`src/core/dfu_cmd_map.vh`:
```
// constants for the firmware-upgrade command interpreter
`ifndef DFU_CMD_MAP_VH
`define DFU_CMD_MAP_VH
// command identifiers
`define ID_ERASE_START 8'h04
`define ID_READ 8'h05
// selector groups
`define GRP_BOOT 8'h00
`define GRP_CFG 8'h01
`define GRP_HW 8'h02
`define GRP_START 8'h03
`define GRP_ERASE 8'h00
// read selectors in the config group; SEL_VER, SEL_ID1 and SEL_ID2 belong to the boot group
`define SEL_BOOT_STATUS 8'h00
`define SEL_BOOT_VECTOR 8'h01
`define SEL_P1 8'h02
`define SEL_P3 8'h03
`define SEL_P4 8'h04
`define SEL_SECURITY 8'h05
`define SEL_EXTRA 8'h06
`define SEL_MAN 8'h30
`define SEL_FAM 8'h31
`define SEL_PROD 8'h60
`define SEL_REV 8'h61
`define SEL_VER 8'h00
`define SEL_ID1 8'h01
`define SEL_ID2 8'h02
// only selector of the hardware group
`define SEL_HW 8'h00
// erase selectors (high address byte of block base)
`define ERASE_BLK0 8'h00
`define ERASE_BLK1 8'h20
`define ERASE_BLK2 8'h40
`define ERASE_FULL 8'hff
// start selectors
`define START_WDT 8'h00
`define START_JUMP 8'h01
// flash address ranges
`define BLK0_LO 15'h0000
`define BLK0_HI 15'h1fff
`define BLK1_LO 15'h2000
`define BLK1_HI 15'h3fff
`define BLK2_LO 15'h4000
`define BLK2_HI 15'h7fff
`define ERASED_BYTE 8'hff
`define APP_ENTRY 16'h0000
// status codes returned to status requests
`define ST_OK 4'h0
`define ST_ERR_WRITE 4'h3
`define ST_ERR_VENDOR 4'hb
`define ST_ERR_UNKNOWN 4'he
// command lengths
`define LEN_EMPTY 3'd0
`define LEN_RW 3'd2
`define LEN_START_S 3'd3
`define LEN_START_L 3'd5
`endif

```
`src/core/flash_eraser.v`:
```
// walks an address range issuing one erase strobe per byte
`timescale 1ns/10ps
module flash_eraser (
  input wire clk, // system clock
  input wire rst_n, // synchronised reset, active low
  input wire start, // one-cycle start pulse
  input wire [14:0] lo_addr, // first address
  input wire [14:0] hi_addr, // last address
  output reg busy_ff, // range walk in progress
  output reg we_ff, // erase strobe
  output reg [14:0] addr_ff // address being erased
);
  reg [14:0] end_ff;
  // step through the range, one address per clock
  always @(posedge clk or negedge rst_n) begin
    if (!rst_n) begin
      busy_ff <= 1'b0;
      we_ff <= 1'b0;
      addr_ff <= 15'h0000;
      end_ff <= 15'h0000;
    end else if (start && !busy_ff) begin
      busy_ff <= 1'b1;
      we_ff <= 1'b1;
      addr_ff <= lo_addr;
      end_ff <= hi_addr;
    end else if (busy_ff) begin
      if (addr_ff == end_ff) begin
        busy_ff <= 1'b0;
        we_ff <= 1'b0;
      end else begin
        addr_ff <= addr_ff + 15'h0001;
      end
    end
  end
endmodule // flash_eraser

```
`src/core/dfu_cmd_handler.v`:
```
// firmware-upgrade read, erase and application-start command interpreter
// Notes on behaviour
// - group 00h boot info, 01h config/id bytes, 02h hardware byte.
// - read status is vendor error when protected, OK otherwise.
// - after OK, upload returns exactly one byte of the selected field.
// - block erase clears only its own address range.
// - full erase clears 32K and sets boot status, vector, security to FFh.
// - erase status is write error when protected; full erase always runs.
// - selector 03h/00h enables watchdog and idles until reset pulse.
// - selector 03h/01h jumps to given address without reset, default 0000h.
// - no response is sent after the watchdog start; after a jump start, status and upload requests are still answered.
`timescale 1ns/10ps
`include "dfu_cmd_map.vh"
module dfu_cmd_handler (
  input wire clk, // 100 MHz system clock
  input wire resetn, // asynchronous reset, active low
  input wire cmd_valid, // one-cycle pulse: download data stage complete
  input wire [2:0] cmd_len, // bytes in download data stage
  input wire [7:0] cmd_b0, // command identifier
  input wire [7:0] cmd_b1, // data[0]
  input wire [7:0] cmd_b2, // data[1]
  input wire [7:0] cmd_b3, // data[2]
  input wire [7:0] cmd_b4, // data[3]
  input wire status_req, // one-cycle pulse: status request
  input wire clr_status, // one-cycle pulse: clear-status request
  input wire upload_req, // one-cycle pulse: upload request
  input wire prog_protected, // part protected against program access
  input wire [7:0] boot_status_byte, // current boot status byte
  input wire [7:0] software_boot_vector, // current software boot vector
  input wire [7:0] cfg_p1, // port1_config_byte
  input wire [7:0] cfg_p3, // port3_config_byte
  input wire [7:0] cfg_p4, // port4_config_byte
  input wire [7:0] software_security_byte, // current software security byte
  input wire [7:0] extra_config_byte, // extra configuration byte
  input wire [7:0] hardware_config_byte, // hardware configuration byte
  input wire [7:0] id_ver, // bootloader version
  input wire [7:0] id_boot1, // boot id1
  input wire [7:0] id_boot2, // boot id2
  input wire [7:0] id_man, // manufacturer code
  input wire [7:0] id_fam, // family code
  input wire [7:0] id_prod, // product name
  input wire [7:0] id_rev, // product revision
  output reg status_valid_ff, // pulse: status answer valid
  output reg [3:0] status_ff, // status code
  output reg status_busy_ff, // erase still running
  output reg up_valid_ff, // pulse: one upload byte valid
  output reg [7:0] up_data_ff, // upload byte
  output reg up_empty_ff, // pulse: upload has no data
  output reg flash_we_ff, // flash byte erase strobe
  output reg [14:0] flash_addr_ff, // flash byte address
  output reg cfg_default_ff, // pulse: boot status, vector and security bytes to ffh
  output reg wdt_enable_ff, // watchdog enable, held until reset
  output reg jump_ff, // pulse: jump to application
  output reg [15:0] jump_addr_ff // jump target
);
  reg rst_meta_ff, rstn_sync_ff;
  reg prot_meta_ff, prot_ff;
  reg [3:0] st_ff;
  reg [7:0] sel_data_ff;
  reg sel_ok_ff;
  reg start_pend_ff, start_mode_ff;
  reg [15:0] start_addr_ff;
  reg erase_go_ff, idle_loop_ff;
  reg [14:0] er_lo_ff, er_hi_ff;
  wire er_busy, er_we;
  wire [14:0] er_addr;

  // reset release through two flip-flops
  always @(posedge clk or negedge resetn) begin
    if (!resetn) begin
      rst_meta_ff <= 1'b0;
      rstn_sync_ff <= 1'b0;
    end else begin
      rst_meta_ff <= 1'b1;
      rstn_sync_ff <= rst_meta_ff;
    end
  end

  // protection pin synchroniser
  always @(posedge clk or negedge rstn_sync_ff) begin
    if (!rstn_sync_ff) begin
      prot_meta_ff <= 1'b0;
      prot_ff <= 1'b0;
    end else begin
      prot_meta_ff <= prog_protected;
      prot_ff <= prot_meta_ff;
    end
  end

  // read selector decode; returns {valid, byte}
  function [8:0] read_sel;
    input [7:0] grp;
    input [7:0] sel;
    begin
      read_sel = 9'h000;
      case (grp)
        `GRP_BOOT: begin
          case (sel)
            `SEL_VER: read_sel = {1'b1, id_ver};
            `SEL_ID1: read_sel = {1'b1, id_boot1};
            `SEL_ID2: read_sel = {1'b1, id_boot2};
            default: read_sel = 9'h000;
          endcase
        end
        `GRP_CFG: begin
          case (sel)
            `SEL_BOOT_STATUS: read_sel = {1'b1, boot_status_byte};
            `SEL_BOOT_VECTOR: read_sel = {1'b1, software_boot_vector};
            `SEL_P1: read_sel = {1'b1, cfg_p1};
            `SEL_P3: read_sel = {1'b1, cfg_p3};
            `SEL_P4: read_sel = {1'b1, cfg_p4};
            `SEL_SECURITY: read_sel = {1'b1, software_security_byte};
            `SEL_EXTRA: read_sel = {1'b1, extra_config_byte};
            `SEL_MAN: read_sel = {1'b1, id_man};
            `SEL_FAM: read_sel = {1'b1, id_fam};
            `SEL_PROD: read_sel = {1'b1, id_prod};
            `SEL_REV: read_sel = {1'b1, id_rev};
            default: read_sel = 9'h000;
          endcase
        end
        `GRP_HW: read_sel = (sel == `SEL_HW) ? {1'b1, hardware_config_byte} : 9'h000;
        default: read_sel = 9'h000;
      endcase
    end
  endfunction

  wire [8:0] rd = read_sel(cmd_b1, cmd_b2);

  // command decode, status and upload answers
  always @(posedge clk or negedge rstn_sync_ff) begin
    if (!rstn_sync_ff) begin
      st_ff <= `ST_OK;
      sel_data_ff <= 8'h00;
      sel_ok_ff <= 1'b0;
      start_pend_ff <= 1'b0;
      start_mode_ff <= 1'b0;
      start_addr_ff <= `APP_ENTRY;
      erase_go_ff <= 1'b0;
      er_lo_ff <= `BLK0_LO;
      er_hi_ff <= `BLK0_HI;
      cfg_default_ff <= 1'b0;
      wdt_enable_ff <= 1'b0;
      idle_loop_ff <= 1'b0;
      jump_ff <= 1'b0;
      jump_addr_ff <= `APP_ENTRY;
      status_valid_ff <= 1'b0;
      status_ff <= `ST_OK;
      status_busy_ff <= 1'b0;
      up_valid_ff <= 1'b0;
      up_data_ff <= 8'h00;
      up_empty_ff <= 1'b0;
    end else begin
      erase_go_ff <= 1'b0;
      cfg_default_ff <= 1'b0;
      jump_ff <= 1'b0;
      status_valid_ff <= 1'b0;
      up_valid_ff <= 1'b0;
      up_empty_ff <= 1'b0;
      status_busy_ff <= er_busy | erase_go_ff;
      if (clr_status)
        st_ff <= `ST_OK;
      if (idle_loop_ff) begin
        // watchdog enabled: idle, ignore commands, status and upload requests until reset; clear-status still resets st_ff
      end else if (cmd_valid && start_pend_ff && cmd_len == `LEN_EMPTY) begin
        // an empty download right after the start command launches the application silently
        start_pend_ff <= 1'b0;
        if (start_mode_ff) begin
          jump_ff <= 1'b1;
          jump_addr_ff <= start_addr_ff;
        end else begin
          wdt_enable_ff <= 1'b1;
          idle_loop_ff <= 1'b1;
        end
      end else if (cmd_valid) begin
        start_pend_ff <= 1'b0;
        sel_ok_ff <= 1'b0;
        if (cmd_b0 == `ID_READ && cmd_len == `LEN_RW && rd[8]) begin
          sel_data_ff <= rd[7:0];
          sel_ok_ff <= !prot_ff;
          st_ff <= prot_ff ? `ST_ERR_VENDOR : `ST_OK;
        end else if (cmd_b0 == `ID_ERASE_START && cmd_b1 == `GRP_ERASE && cmd_len == `LEN_RW) begin
          case (cmd_b2)
            `ERASE_BLK0: begin
              er_lo_ff <= `BLK0_LO;
              er_hi_ff <= `BLK0_HI;
              erase_go_ff <= !prot_ff;
              st_ff <= prot_ff ? `ST_ERR_WRITE : `ST_OK;
            end
            `ERASE_BLK1: begin
              er_lo_ff <= `BLK1_LO;
              er_hi_ff <= `BLK1_HI;
              erase_go_ff <= !prot_ff;
              st_ff <= prot_ff ? `ST_ERR_WRITE : `ST_OK;
            end
            `ERASE_BLK2: begin
              er_lo_ff <= `BLK2_LO;
              er_hi_ff <= `BLK2_HI;
              erase_go_ff <= !prot_ff;
              st_ff <= prot_ff ? `ST_ERR_WRITE : `ST_OK;
            end
            `ERASE_FULL: begin
              er_lo_ff <= `BLK0_LO;
              er_hi_ff <= `BLK2_HI;
              erase_go_ff <= 1'b1;
              cfg_default_ff <= 1'b1;
              st_ff <= prot_ff ? `ST_ERR_WRITE : `ST_OK;
            end
            default: st_ff <= `ST_ERR_UNKNOWN;
          endcase
        end else if (cmd_b0 == `ID_ERASE_START && cmd_b1 == `GRP_START && cmd_b2 == `START_WDT
                     && (cmd_len == `LEN_START_S || cmd_len == `LEN_START_L)) begin
          start_pend_ff <= 1'b1;
          start_mode_ff <= 1'b0;
        end else if (cmd_b0 == `ID_ERASE_START && cmd_b1 == `GRP_START && cmd_b2 == `START_JUMP
                     && (cmd_len == `LEN_START_S || cmd_len == `LEN_START_L)) begin
          start_pend_ff <= 1'b1;
          start_mode_ff <= 1'b1;
          start_addr_ff <= (cmd_len == `LEN_START_L) ? {cmd_b3, cmd_b4} : `APP_ENTRY;
        end else begin
          st_ff <= `ST_ERR_UNKNOWN;
        end
      end
      // status answer, one cycle after the request
      if (status_req && !idle_loop_ff) begin
        status_valid_ff <= 1'b1;
        status_ff <= st_ff;
      end
      // upload: one byte of the selected field, else empty
      if (upload_req && !idle_loop_ff) begin
        if (sel_ok_ff && st_ff == `ST_OK) begin
          up_valid_ff <= 1'b1;
          up_data_ff <= sel_data_ff;
        end else begin
          up_empty_ff <= 1'b1;
        end
      end
    end
  end

  flash_eraser u_eraser (
    .clk(clk),
    .rst_n(rstn_sync_ff),
    .start(erase_go_ff),
    .lo_addr(er_lo_ff),
    .hi_addr(er_hi_ff),
    .busy_ff(er_busy),
    .we_ff(er_we),
    .addr_ff(er_addr)
  );

  // register the flash strobe and address onto the outputs
  always @(posedge clk or negedge rstn_sync_ff) begin
    if (!rstn_sync_ff) begin
      flash_we_ff <= 1'b0;
      flash_addr_ff <= `BLK0_LO;
    end else begin
      flash_we_ff <= er_we;
      flash_addr_ff <= er_addr;
    end
  end
endmodule // dfu_cmd_handler

```
`config.mk`:
```
export PLATFORM = sky130hd
export DESIGN_NAME = dfu_cmd_handler
export DESIGN_NICKNAME = d
export VERILOG_FILES = /design/src/core/flash_eraser.v /design/src/core/dfu_cmd_handler.v
export VERILOG_INCLUDE_DIRS = /design/src /design/src/core
export SDC_FILE = /design/constraint.sdc
export NUM_CORES = 1
export LEC_CHECK = 0
export ABC_AREA = 1
export BUFFER_PORTS_ARGS = -buffer_cell sky130_fd_sc_hd__buf_2
export CAP_MARGIN = 20
export CORE_ASPECT_RATIO = 1.75
export CORE_MARGIN = 2
export CORE_UTILIZATION = 45
export CTS_CLUSTER_SIZE = 24
export DETAILED_ROUTE_END_ITERATION = 12
export GPL_TIMING_DRIVEN = 1
export PLACE_DENSITY_LB_ADDON = 0.1
export SLEW_MARGIN = 5
export SYNTH_ARGS = -nofsm -noshare
export SYNTH_HDL_FRONTEND = slang
export SYNTH_SLANG_ARGS = --single-unit
```
`constraint.sdc`:
```
create_clock -name clk -period 10.1 [get_ports clk]
set_input_delay 0 -clock clk [delete_from_list [all_inputs] [get_ports clk]]
set_output_delay 0 -clock clk [all_outputs]
set_load 0.005 [all_outputs]
```
* Word-level counts from Yosys, hierarchy flattened *
Index checks and enable logic that the tools add are counted.

storage, ports and cells
  bits in registers = 150
  word-level logic and storage cells = 165

cells by class
  add/sub/neg operators = 1
  eq/ne operators = 23
  mux-type cells = 59
  bitwise operators = 7
  reductions and logical operators = 45

operator list
  kind                                           number
  one-hot mux 9 bit (11 select lines)            1
  one-hot mux 15 bit (3 select lines)            2
  one-hot mux 9 bit (3 select lines)             2
  two-way mux 15 bit                             3
  == test 8 x 3 -> 1 bit, second input constant  5
  two-way mux 4 bit                              10
  two-way mux 1 bit                              37
  == test 8 x 2 -> 1 bit, second input constant  4
  == test 8 x 6 -> 1 bit, second input constant  3
  == test 8 x 7 -> 1 bit, second input constant  3
  AND reduction 6 bit                            3
  == test 8 x 1 -> 1 bit, second input constant  2
  zero test 8 bit                                2
  two-way mux 16 bit                             1
  adder 15 x 1 -> 15 bit, second input constant  1
  == test 15 bit                                 1
  logical AND 1 bit                              15
  two-way mux 9 bit                              1
  AND reduction 3 bit                            3
  == test 8 bit, second input constant           1
  AND reduction 2 bit                            4
  nonzero test 2 bit                             4
  AND reduction 7 bit                            1
  == test 3 x 2 -> 1 bit, second input constant  2
  other kinds (15)                               24

* Longest topological paths before layout *
Gate-level depths: netlist of run 1.

  depth in word-level cells = 11
  depth in mapped cells = 12
  mapped depth without buffers = 12

* Hierarchy *
Synthesis of run 1 repeated with hierarchy kept, for this count alone.

unflattened totals
  cell total of the unflattened synthesis = 1,002
  area total of the unflattened synthesis = 6,935.4 µm²

by module, submodules not included
  module           instances  cells each  area an instance (µm²)  seq. area each (µm²)
  dfu_cmd_handler  1          695         4,944.7                 2,302.2
  flash_eraser     1          307         1,990.7                 800.8

* Least setup slack after synthesis of run 1 *
Ideal clock, no wire load.

  path type = register to register
  from = reg u_eraser.addr_ff[7]
  to = reg u_eraser.addr_ff[6]
  setup time = 0.117 ns
  data arrival time = 1.449 ns
  required time = 9.983 ns
  path slack = 8.535 ns
  cell stages (with the launch flop) = 11
  path buffers = 1
  period minus slack after synthesis = 1.565 ns
  path through = dfrtp_1 inv_1 nor3_2 nand4_1 o21ai_1 nand3_2 nand2_4 inv_1 buf_2 nand2_1 nand2_1

between the ends
  word-level cells in the longest chain between the ends = 3

ends and longest elaborated chain
  what                                             line               source
  start, declared                                  flash_eraser.v:11  output reg [14:0] addr_ff
  start signal, assigned                           flash_eraser.v:24  addr_ff <= lo_addr;
  start signal, assigned                           flash_eraser.v:31  addr_ff <= addr_ff + 15'h0001;
  == test 15 bit                                   flash_eraser.v:27  if (addr_ff == end_ff) begin
  inequality test 2 x 1 -> 1 bit (no source line)  -
  AND reduction 2 bit (no source line)             -

No other way between the ends.
A chain may end at the register's enable or synchronous reset.

* Worst setup path after layout of run 1 *
  from = reg u_eraser.addr_ff[6]
  to = reg u_eraser.addr_ff[5]

Same word-level chain as after synthesis.

==> results.py, run 1 <==
metrics = {
    "run_status": {
        "status": "completed",
    },
    "synthesis": {
        "yosys_most_used_dff": "dfrtp_1",
        "synth_seq_cells": 112,
        "synth_cell_types": 37,
        "yosysWarnings": 0,
        "synth_top_area_share": 0.467,
        "synth_edf_count": 0,
        "mappedNetlistArea_um2": 6000,
        "yosys.area.top_type": "dfrtp_1",
        "synthTopCellsByArea": "dfrtp_1 47%, nand2_1 21%, nand3_1 7.3%",
        "synth-seq-area-share": 0.467,
        "async_flop_share": 1.00,
        "avgSynthCellArea_um2": 7.36,
        "synth_cells": 815,
        "syn_nets": 986,
    },
    "timing": {
        "rsz0062_at_grt": "no",
        "finClkSkew_ns": 0.00794,
        "fin_tns_setup_ns": 0,
        "tightest_slew_ns": 0.999,
        "maxSlewViolCount": 0,
        "whs_ns": 0.0310,
        "clock.fmax_mhz": 485,
        "hold_viol": 0,
        "min_period_ns": 2.06,
        "relSlewSlack": 0.331,
        "setup_viol": 0,
        "finalCritPeriodShare": 0.204,
    },
    "worst_hold_path": {
        "whs_endpoint": "status_ff[0]",
        "hold_depth": 4,
        "hp-start": "status_req",
        "worstHoldPathType": "in2reg",
    },
    "global_routing": {
        "grt_pass1_vias": 6080,
        "gr-total-overflow": 0,
        "grt_pass1_wl_mm": 27.9,
        "antenna_found_initial": 2,
        "globalRouteTotalUtil": 0.245,
        "grt_max_degree": 67,
    },
    "worst_setup_path": {
        "crit_slowest_cell": "dfrtp_1",
        "r2r-start": "u_eraser.addr_ff[6]",
        "rr_worst_depth": 9,
        "crit_buf_inv": 1,
        "critical-path-top-delay-family": "simple AND/OR/NAND/NOR gates",
        "cp-end-kind": "flop",
        "cp-startpoint": "u_eraser.addr_ff[6]",
        "reg2reg_to": "u_eraser.addr_ff[5]",
        "cp.arrival_ns": 2.27,
        "start_kind": "flop",
        "crit_chain": "nand2_1 -> nor3_2 -> nand4_1 -> o21ai_1 -> nand3_2 -> nand2_4 -> inv_1 -> nand3_1 -> o21ai_1",
        "reg2reg_slack_ns": 8.04,
        "path_max_fanout": 20,
        "cpMostUsedCell": "o21ai_1",
        "cp_data_required_time_ns": 10.31,
        "crit_type": "reg2reg",
        "slowest_delay_ns": 0.49,
    },
    "die": {
        "die-area_um2": 14300,
        "ios": 221,
        "fp-row-count": 55,
        "die_w_um": 91.3,
        "core_area_um2": 13000,
        "start_util": 0.461,
        "die_h_um": 157,
    },
    "placement": {
        "placed_area_um2": 7240,
        "port-buffer-count": 220,
        "dpl.hpwl_mm": 13.4,
        "gp_congestion": 0.890,
        "dp.cells": 1188,
    },
    "clocking": {
        "cts_root_buffer": "clkbuf_16",
        "holdBufCountCts": 29,
        "post-cts-setup-buffer-count": 0,
        "clkSlewWorstSetupHoldPaths_ns": 0.07,
        "ctsResizeCount": 0,
        "cts_tree": "built",
        "clock_latency_ns": 0.35,
        "numCtsBuffers": 9,
        "clockBufferDepth": 2,
        "h-tree-depth": 3,
        "cts.sinks": 112,
    },
    "power": {
        "p_leak_nw": 4.35,
        "powerDensity_nw_per_um2": 115,
        "ir_drop_mv": 0.0657,
    },
    "layout": {
        "finalNetCount": 1228,
        "area_delta_synth_final_pct": 30.8,
        "mostFrequentLayoutCells": "328 x nand2_1, 220 x buf_2, 111 x dfrtp_1",
        "nFillCells": 1257,
        "multiInputGateArea_um2": 2860,
        "drive_above_1_share": 0.250,
        "finalNonFillerCells": 1235,
        "final_common_cell": "nand2_1",
        "utilization": 0.604,
        "fin_area_um2": 7850,
        "seqCellArea_um2": 2810,
    },
    "route": {
        "route.detailed.drc": 0,
        "post_drt_wl_per_cell_um": 13.9,
        "avgViaCountPerCell": 4.93,
        "ant_nets": 0,
        "dr.pass1.iters": 4,
        "routed_wirelength_mm": 17.1,
        "num_vias": 6092,
        "dr.first_iter.drc_count": 204,
    },
    "run": {
        "cap_violations": 0,
    },
}
==> kinds of logic (layout without fill, tap and decap cells) <==
group / Yosys count / count (layout) / share of synthesized area
AO/OA/AOI/OAI: 54 / 54 / 0.0488
XOR/XNOR: 15 / 15 / 0.0219
adder cells (fa/ha/maj): 1 / 1 / 0.00208
buffers and inverters: 82 / 329 / 0.0559
flip-flops: 112 / 112 / 0.467
multiplexers: 2 / 2 / 0.00334
other: 1 / 3 / 0.000625
AND/OR/NAND/NOR: 548 / 548 / 0.400
==> state kept, by name (all words and copies together) (netlist names), 2 cells and up <==
register          count
er_hi_ff              2
er_lo_ff              2
flash_addr_ff        15
jump_addr_ff         16
sel_data_ff           8
st_ff                 4
start_addr_ff        16
status_ff             4
u_eraser.addr_ff     15
u_eraser.end_ff       3
up_data_ff            8
==> worst reg2reg max path, stage by stage (launching register included) <==
cell	delay [ns]
dfrtp_1	0.49
nand2_1	0.13
nor3_2	0.23
nand4_1	0.13
o21ai_1	0.13
nand3_2	0.17
nand2_4	0.16
inv_1	0.27
nand3_1	0.15
o21ai_1	0.07
==> power breakdown <==
part | switching, W | internal (W)
combinational | 0.0000348 | 0.0000349
clock | 0.000158 | 0.000219
sequential | 0.00000352 | 0.000449
==> how the worst max path moves through the flow <==
stage | depth (start not counted) | to
after global placement | 12 | sel_data_ff[3]
after global routing | 9 | u_eraser.addr_ff[11]
final | 9 | u_eraser.addr_ff[5]
after detailed placement | 12 | sel_data_ff[2]
after floorplan | 0 | cfg_default_ff
after CTS | 9 | u_eraser.addr_ff[12]
==> metal layers <==
layer	GRT usage	up-vias	part of all wire
met3	0.0448	55	0.052
met4	0.161	0	0.061
li1	-	3102	-
met5	0	-	0
met2	0.440	230	0.51
met1	0.261	2705	0.37
==> area by class of cell <==
| cell class | instances | area share |
|---|---|---|
| Clock inverter | 6 | 0.0115 |
| Timing Repair Buffer | 251 | 0.179 |
| Clock buffer | 10 | 0.0292 |
| Multi-Input combinational cell | 621 | 0.365 |
| Tap cell | 171 | 0.0272 |
| Antenna cell | 2 | 0.000637 |
| Inverter | 62 | 0.0303 |
| Sequential cell | 112 | 0.357 |
==> synthesized netlist by cell type, types with 2 or more instances <==
| master | instances |
|---|---|
| clkbuf_1 | 9 |
| nand2_4 | 2 |
| nand4_1 | 27 |
| xor2_1 | 14 |
| nor2_1 | 68 |
| nor3_1 | 9 |
| nor2_4 | 3 |
| inv_1 | 55 |
| mux2i_1 | 2 |
| o211ai_1 | 3 |
| a22oi_1 | 4 |
| a21oi_1 | 8 |
| buf_2 | 9 |
| and2_1 | 3 |
| dfrtp_1 | 112 |
| nor3_2 | 3 |
| nor4_1 | 3 |
| nand3_4 | 2 |
| nand2_1 | 328 |
| nand3_1 | 88 |
| o21ai_0 | 14 |
| nor2_2 | 5 |
| nand2_2 | 3 |
| inv_2 | 6 |
| o21ai_1 | 23 |
==> through the flow <==
| stage | setup slack (ns) | power, W |
|---|---|---|
| 4_1_cts | 8.05 | 0.000910 |
| 2_1_floorplan | 6.75 | 0.000480 |
| 6_report | 8.04 | 0.000899 |
| 3_3_place_gp | 7.95 | 0.000522 |
| 3_5_place_dp | 7.90 | 0.000523 |
| 5_1_grt | 7.81 | 0.000938 |
No activity file was read; power rests on OpenSTA's default activity.
==> run 2: changes to the inputs <==
==> constraint.sdc (replaced) <==
create_clock -name clk -period 1.75 [get_ports clk]
set_input_delay 0 -clock clk [delete_from_list [all_inputs] [get_ports clk]]
set_output_delay 0 -clock clk [all_outputs]
set_load 0.005 [all_outputs]
==> results.py, run 2 (synthesis gave the netlist of run 1 again) <==
metrics = {
    "layout": {
        "multiInputGateArea_um2": 2890,
        "final_common_cell": "nand2_1",
        "drive_above_1_share": 0.292,
        "area_delta_synth_final_pct": 37.8,
        "finalNetCount": 1274,
        "reg_top3": "jump_addr_ff (16), start_addr_ff (16)",
        "nFillCells": 1243,
        "mostFrequentLayoutCells": "327 x nand2_1, 220 x buf_2, 109 x dfrtp_1",
        "fin_area_um2": 8270,
        "seqCellArea_um2": 2810,
    },
    "global_routing": {
        "antenna_found_initial": 1,
        "gr-total-overflow": 0,
        "grt_pass1_vias": 6283,
        "grt_max_degree": 111,
        "globalRouteTotalUtil": 0.251,
        "grt_pass1_wl_mm": 28.8,
    },
    "worst_setup_path": {
        "slowest_delay_ns": 0.43,
        "crit_chain": "nand2_1 -> nor2_2 -> nand3_1 -> o31ai_2 -> nand3_2 -> nand2_4 -> clkinvlp_4 -> nand2_1 -> o21ai_1",
        "cp.arrival_ns": 1.95,
        "crit_type": "reg2reg",
        "cpMostUsedCell": "nand2_1",
        "cp-end-kind": "flop",
        "crit_slowest_cell": "dfrtp_1",
        "cp_data_required_time_ns": 1.98,
        "rr_worst_depth": 9,
        "start_kind": "flop",
        "path_max_fanout": 5,
    },
    "timing": {
        "relSlewSlack": 0.602,
        "min_period_ns": 1.72,
        "finClkSkew_ns": 0.00877,
        "maxSlewViolCount": 0,
        "whs_ns": 0.0230,
        "tightest_slew_ns": 0.597,
        "clock.fmax_mhz": 580,
        "setup_viol": 0,
        "finalCritPeriodShare": 0.985,
        "hold_viol": 0,
        "fin_tns_setup_ns": 0,
        "rsz0062_at_grt": "yes",
    },
    "clocking": {
        "h-tree-depth": 3,
        "cts_tree": "built",
        "clkSlewWorstSetupHoldPaths_ns": 0.07,
        "numCtsBuffers": 9,
        "cts.sinks": 112,
        "cts_root_buffer": "clkbuf_16",
        "clock_latency_ns": 0.34,
        "clockBufferDepth": 2,
    },
    "route": {
        "ant_nets": 0,
        "post_drt_wl_per_cell_um": 13.8,
        "num_vias": 6325,
        "dr.pass1.iters": 4,
        "route.detailed.drc": 0,
        "routed_wirelength_mm": 17.6,
        "dr.first_iter.drc_count": 279,
        "avgViaCountPerCell": 4.94,
    },
    "placement": {
        "dpl.hpwl_mm": 13.6,
        "placed_area_um2": 7560,
        "port-buffer-count": 220,
        "gp_congestion": 0.873,
    },
    "die": {
        "ios": 221,
        "core_area_um2": 13000,
        "start_util": 0.461,
        "die-area_um2": 14300,
        "die_h_um": 157,
        "fp-row-count": 55,
        "die_w_um": 91.3,
    },
    "worst_hold_path": {
        "worstHoldPathType": "in2reg",
        "hold_depth": 4,
    },
    "power": {
        "powerDensity_nw_per_um2": 637,
        "p_leak_nw": 4.58,
        "ir_drop_mv": 0.388,
    },
    "run": {
        "cap_violations": 0,
    },
    "run_status": {
        "status": "completed",
    },
}
-- run 2: layer usage --
metal | track usage | up-vias | share of wire | wire, um
met1 | 0.265 | 2791 | 0.37 | 6450
met2 | 0.463 | 269 | 0.52 | 9220
met5 | 0 | - | 0 | 0
met4 | 0.157 | 0 | 0.051 | 906
li1 | - | 3204 | - | -
met3 | 0.0390 | 61 | 0.058 | 1030
-- run 2: cell type report --
| cell class | instances | share of cell area |
|---|---|---|
| multi-input cells | 621 | 0.350 |
| flip-flops and latches | 112 | 0.340 |
| repair buffers | 294 | 0.212 |
| inverters | 62 | 0.0292 |
| clock buffers | 10 | 0.0289 |
| well taps | 171 | 0.0259 |
| clock inverters | 6 | 0.0119 |
| repair inverters | 3 | 0.00272 |
| diodes | 1 | 0.000302 |
-- run 2: path summary, 6_finish.rpt --
path                                      from                    to  slack [ns]
min in group asynchronous         rstn_sync_ff          prot_meta_ff        0.35
max                        u_eraser.addr_ff[9]  u_eraser.addr_ff[11]        0.03
min reg2reg                       rstn_sync_ff          prot_meta_ff        0.35
min                                 status_req          status_ff[0]        0.02
max in group asynchronous         rstn_sync_ff   u_eraser.addr_ff[5]        0.90
max reg2reg                u_eraser.addr_ff[9]  u_eraser.addr_ff[11]        0.03
-- run 2: where the power goes --
| group | switching (W) | internal (W) |
|---|---|---|
| Combinational | 0.000216 | 0.000217 |
| Clock | 0.000927 | 0.00132 |
| Sequential | 0.00000352 | 0.00259 |
-- run 2: critical path, delay by kind of cell (launching register included) --
| family | cells | cell delay, ns |
|---|---|---|
| AND/OR/NAND/NOR | 6 | 0.85 |
| buffers and inverters | 1 | 0.18 |
| AO/OA/AOI/OAI | 2 | 0.16 |
| flip-flops | 1 | 0.43 |
-- run 2: per-stage QoR --
stage / util / instances / setup slack [ns] / power (W)
4_1_cts: 0.630 / 1273 / 0.0204 / 0.00534
6_report: 0.636 / 1280 / 0.0254 / 0.00527
2_1_floorplan: - / 815 / 0.185 / 0.00277
3_3_place_gp: 0.581 / 1227 / 0.0597 / 0.00303
3_5_place_dp: 0.581 / 1227 / 0.0219 / 0.00303
5_1_grt: 0.636 / 1280 / -0.0594 / 0.00548
-- run 2: repair_timing --
item                                    4_1_cts  5_1_grt
hold buffers                                 29        0
gates cloned                                  1        2
buffers inserted                              0        4
hold endpoints to repair                     29        0
endpoints found under the setup margin        9       13
pin swaps                                     0        8
resized for setup                             2       14
==> run 3: changes to the inputs <==
--- a/config.mk
+++ b/config.mk
@@ -15,7 +15,7 @@
 export CTS_CLUSTER_SIZE = 24
 export DETAILED_ROUTE_END_ITERATION = 12
 export GPL_TIMING_DRIVEN = 1
-export PLACE_DENSITY_LB_ADDON = 0.1
+export PLACE_DENSITY_LB_ADDON = 0.25
 export SLEW_MARGIN = 5
 export SYNTH_ARGS = -nofsm -noshare
 export SYNTH_HDL_FRONTEND = slang
==> results.py, run 3 (synthesis gave the netlist of run 1 again) <==
metrics = {
    "power": {
        "netSwitchingFraction": 0.222,
        "p_leak_nw": 4.59,
        "intPower_w": 0.00408,
        "finalPower_w": 0.00524,
        "combPwrFrac": 0.084,
        "ir_drop_mv": 0.529,
        "p_sw_w": 0.00116,
        "pwr-share-seq": 0.495,
        "powerDensity_nw_per_um2": 636,
        "power.share.clock": 0.421,
    },
    "global_routing": {
        "grt_util_met2": 0.494,
        "busiest_layer": "met2",
        "grt_pass1_vias": 6219,
        "met1_usage": 0.248,
        "globalRouteTotalUtil": 0.249,
        "antenna_found_initial": 0,
        "gr-total-overflow": 0,
        "grt_max_degree": 85,
        "grt_pass1_wl_mm": 28.3,
        "grtUsageMet3": 0.0342,
    },
    "die": {
        "die_h_um": 157,
        "die-area_um2": 14300,
        "ios": 221,
        "start_util": 0.461,
        "fp-row-count": 55,
        "die_w_um": 91.3,
        "core_area_um2": 13000,
    },
    "clocking": {
        "clkSlewWorstSetupHoldPaths_ns": 0.07,
        "clock_latency_ns": 0.35,
        "cts_root_buffer": "clkbuf_16",
        "h-tree-depth": 3,
        "cts.sinks": 112,
        "cts_tree": "built",
        "numCtsBuffers": 9,
        "clockBufferDepth": 2,
    },
    "timing": {
        "relSlewSlack": 0.646,
        "setup_viol": 0,
        "maxSlewViolCount": 0,
        "clock.fmax_mhz": 619,
        "finClkSkew_ns": 0.0106,
        "min_period_ns": 1.62,
        "setup_ws_ns": 0.135,
        "finalCritPeriodShare": 0.923,
        "hold_viol": 0,
        "tightest_slew_ns": 0.526,
    },
    "route": {
        "avgViaCountPerCell": 4.94,
        "route.detailed.drc": 0,
        "post_drt_wl_per_cell_um": 13.7,
        "dr.pass1.iters": 6,
        "routed_wirelength_mm": 17.4,
        "ant_nets": 0,
        "dr.first_iter.drc_count": 250,
        "num_vias": 6311,
    },
    "placement": {
        "placed_area_um2": 7610,
        "place_ws_ns": 0.119,
        "gp_congestion": 0.921,
        "dpl.hpwl_mm": 13.8,
        "dp.cells": 1232,
        "port-buffer-count": 220,
    },
    "worst_hold_path": {
        "worstHoldPathType": "in2reg",
        "hold_depth": 4,
    },
    "layout": {
        "num_antenna_cells": 0,
        "area_delta_synth_final_pct": 37.2,
        "utilization": 0.633,
        "final_common_cell": "nand2_1",
        "mostFrequentLayoutCells": "328 x nand2_1, 220 x buf_2, 111 x dfrtp_1",
        "drive_above_1_share": 0.285,
        "finalNonFillerCells": 1278,
        "fin_area_um2": 8240,
        "finalNetCount": 1273,
        "reg_top3": "jump_addr_ff (16), start_addr_ff (16)",
    },
    "worst_setup_path": {
        "path_max_fanout": 16,
        "cpMostUsedCell": "nand2_1",
        "slowest_delay_ns": 0.45,
        "crit_type": "reg2reg",
        "crit_buf_inv": 2,
        "crit_slowest_cell": "dfrtp_1",
        "rr_worst_depth": 10,
        "path_depth": 10,
        "critical-path-top-delay-family": "simple AND/OR/NAND/NOR gates",
        "start_kind": "flop",
        "cp.arrival_ns": 1.83,
        "crit_chain": "nand2_1 -> nor3_2 -> nand4_1 -> o21ai_1 -> nand3_2 -> nand2_4 -> inv_1 -> buf_12 -> nand2_1 -> o21ai_0",
        "cp-end-kind": "flop",
        "cp_data_required_time_ns": 1.97,
    },
    "run": {
        "cap_violations": 0,
    },
    "run_status": {
        "status": "completed",
    },
}
-- run 3: cell type report --
type / instances / area (um^2)
Multi-Input combinational cell: 621 / 2870
Inverter: 62 / 238
Tap cell: 171 / 214
Sequential cell: 112 / 2810
Clock buffer: 9 / 225
Clock inverter: 7 / 103
Timing Repair Buffer: 296 / 1780
Fill cell: 1216 / 4770
-- run 3: power by group through the flow --
stage | sequential, W | clock [W] | combinational (W)
after floorplan | 0.00268 | 0 | 0.0000924
final | 0.00260 | 0.00221 | 0.000438
after global routing | 0.00260 | 0.00236 | 0.000484
after CTS | 0.00260 | 0.00226 | 0.000439
after global placement | 0.00265 | 0 | 0.000387
after detailed placement | 0.00265 | 0 | 0.000390
-- run 3: tightest hold or removal path, cell delays in order --
cell and delay, ns:
buf_2 0.08, nand2_1 0.11, nand2_1 0.08, nand2_1 0.05
-- run 3: repair_timing --
| action | 4_1_cts | 5_1_grt |
|---|---|---|
| buffers inserted | 0 | 2 |
| endpoints found under the hold margin | 28 | 0 |
| resized for setup | 0 | 2 |
| setup endpoints to repair | 0 | 9 |
| hold buffers | 28 | 0 |
-- run 3: final timing paths --
path	from	endpoint	slack, ns
min in group asynchronous	rstn_sync_ff	prot_meta_ff	0.11
setup / recovery	u_eraser.addr_ff[6]	u_eraser.addr_ff[4]	0.13
setup reg to reg	u_eraser.addr_ff[6]	u_eraser.addr_ff[4]	0.13
hold reg to reg	rstn_sync_ff	prot_meta_ff	0.11
hold / removal	status_req	status_ff[2]	0.01
max in group asynchronous	rstn_sync_ff	up_data_ff[1]	1.00
-- run 3: metal layers --
metal	wire length [um]	part of all wire	up-vias
li1	-	-	3194
met1	6200	0.36	2852
met2	9700	0.56	221
met3	790	0.045	44
met4	754	0.043	0
met5	0	0	-
-- run 3: metrics by stage --
step	setup TNS, ns	hold WS, ns
CTS	0	0.0122
floorplan	0	-0.296
global placement	0	-0.214
finish	0	0.0140
detailed placement	0	-0.212
global route	-0.00352	0.0446
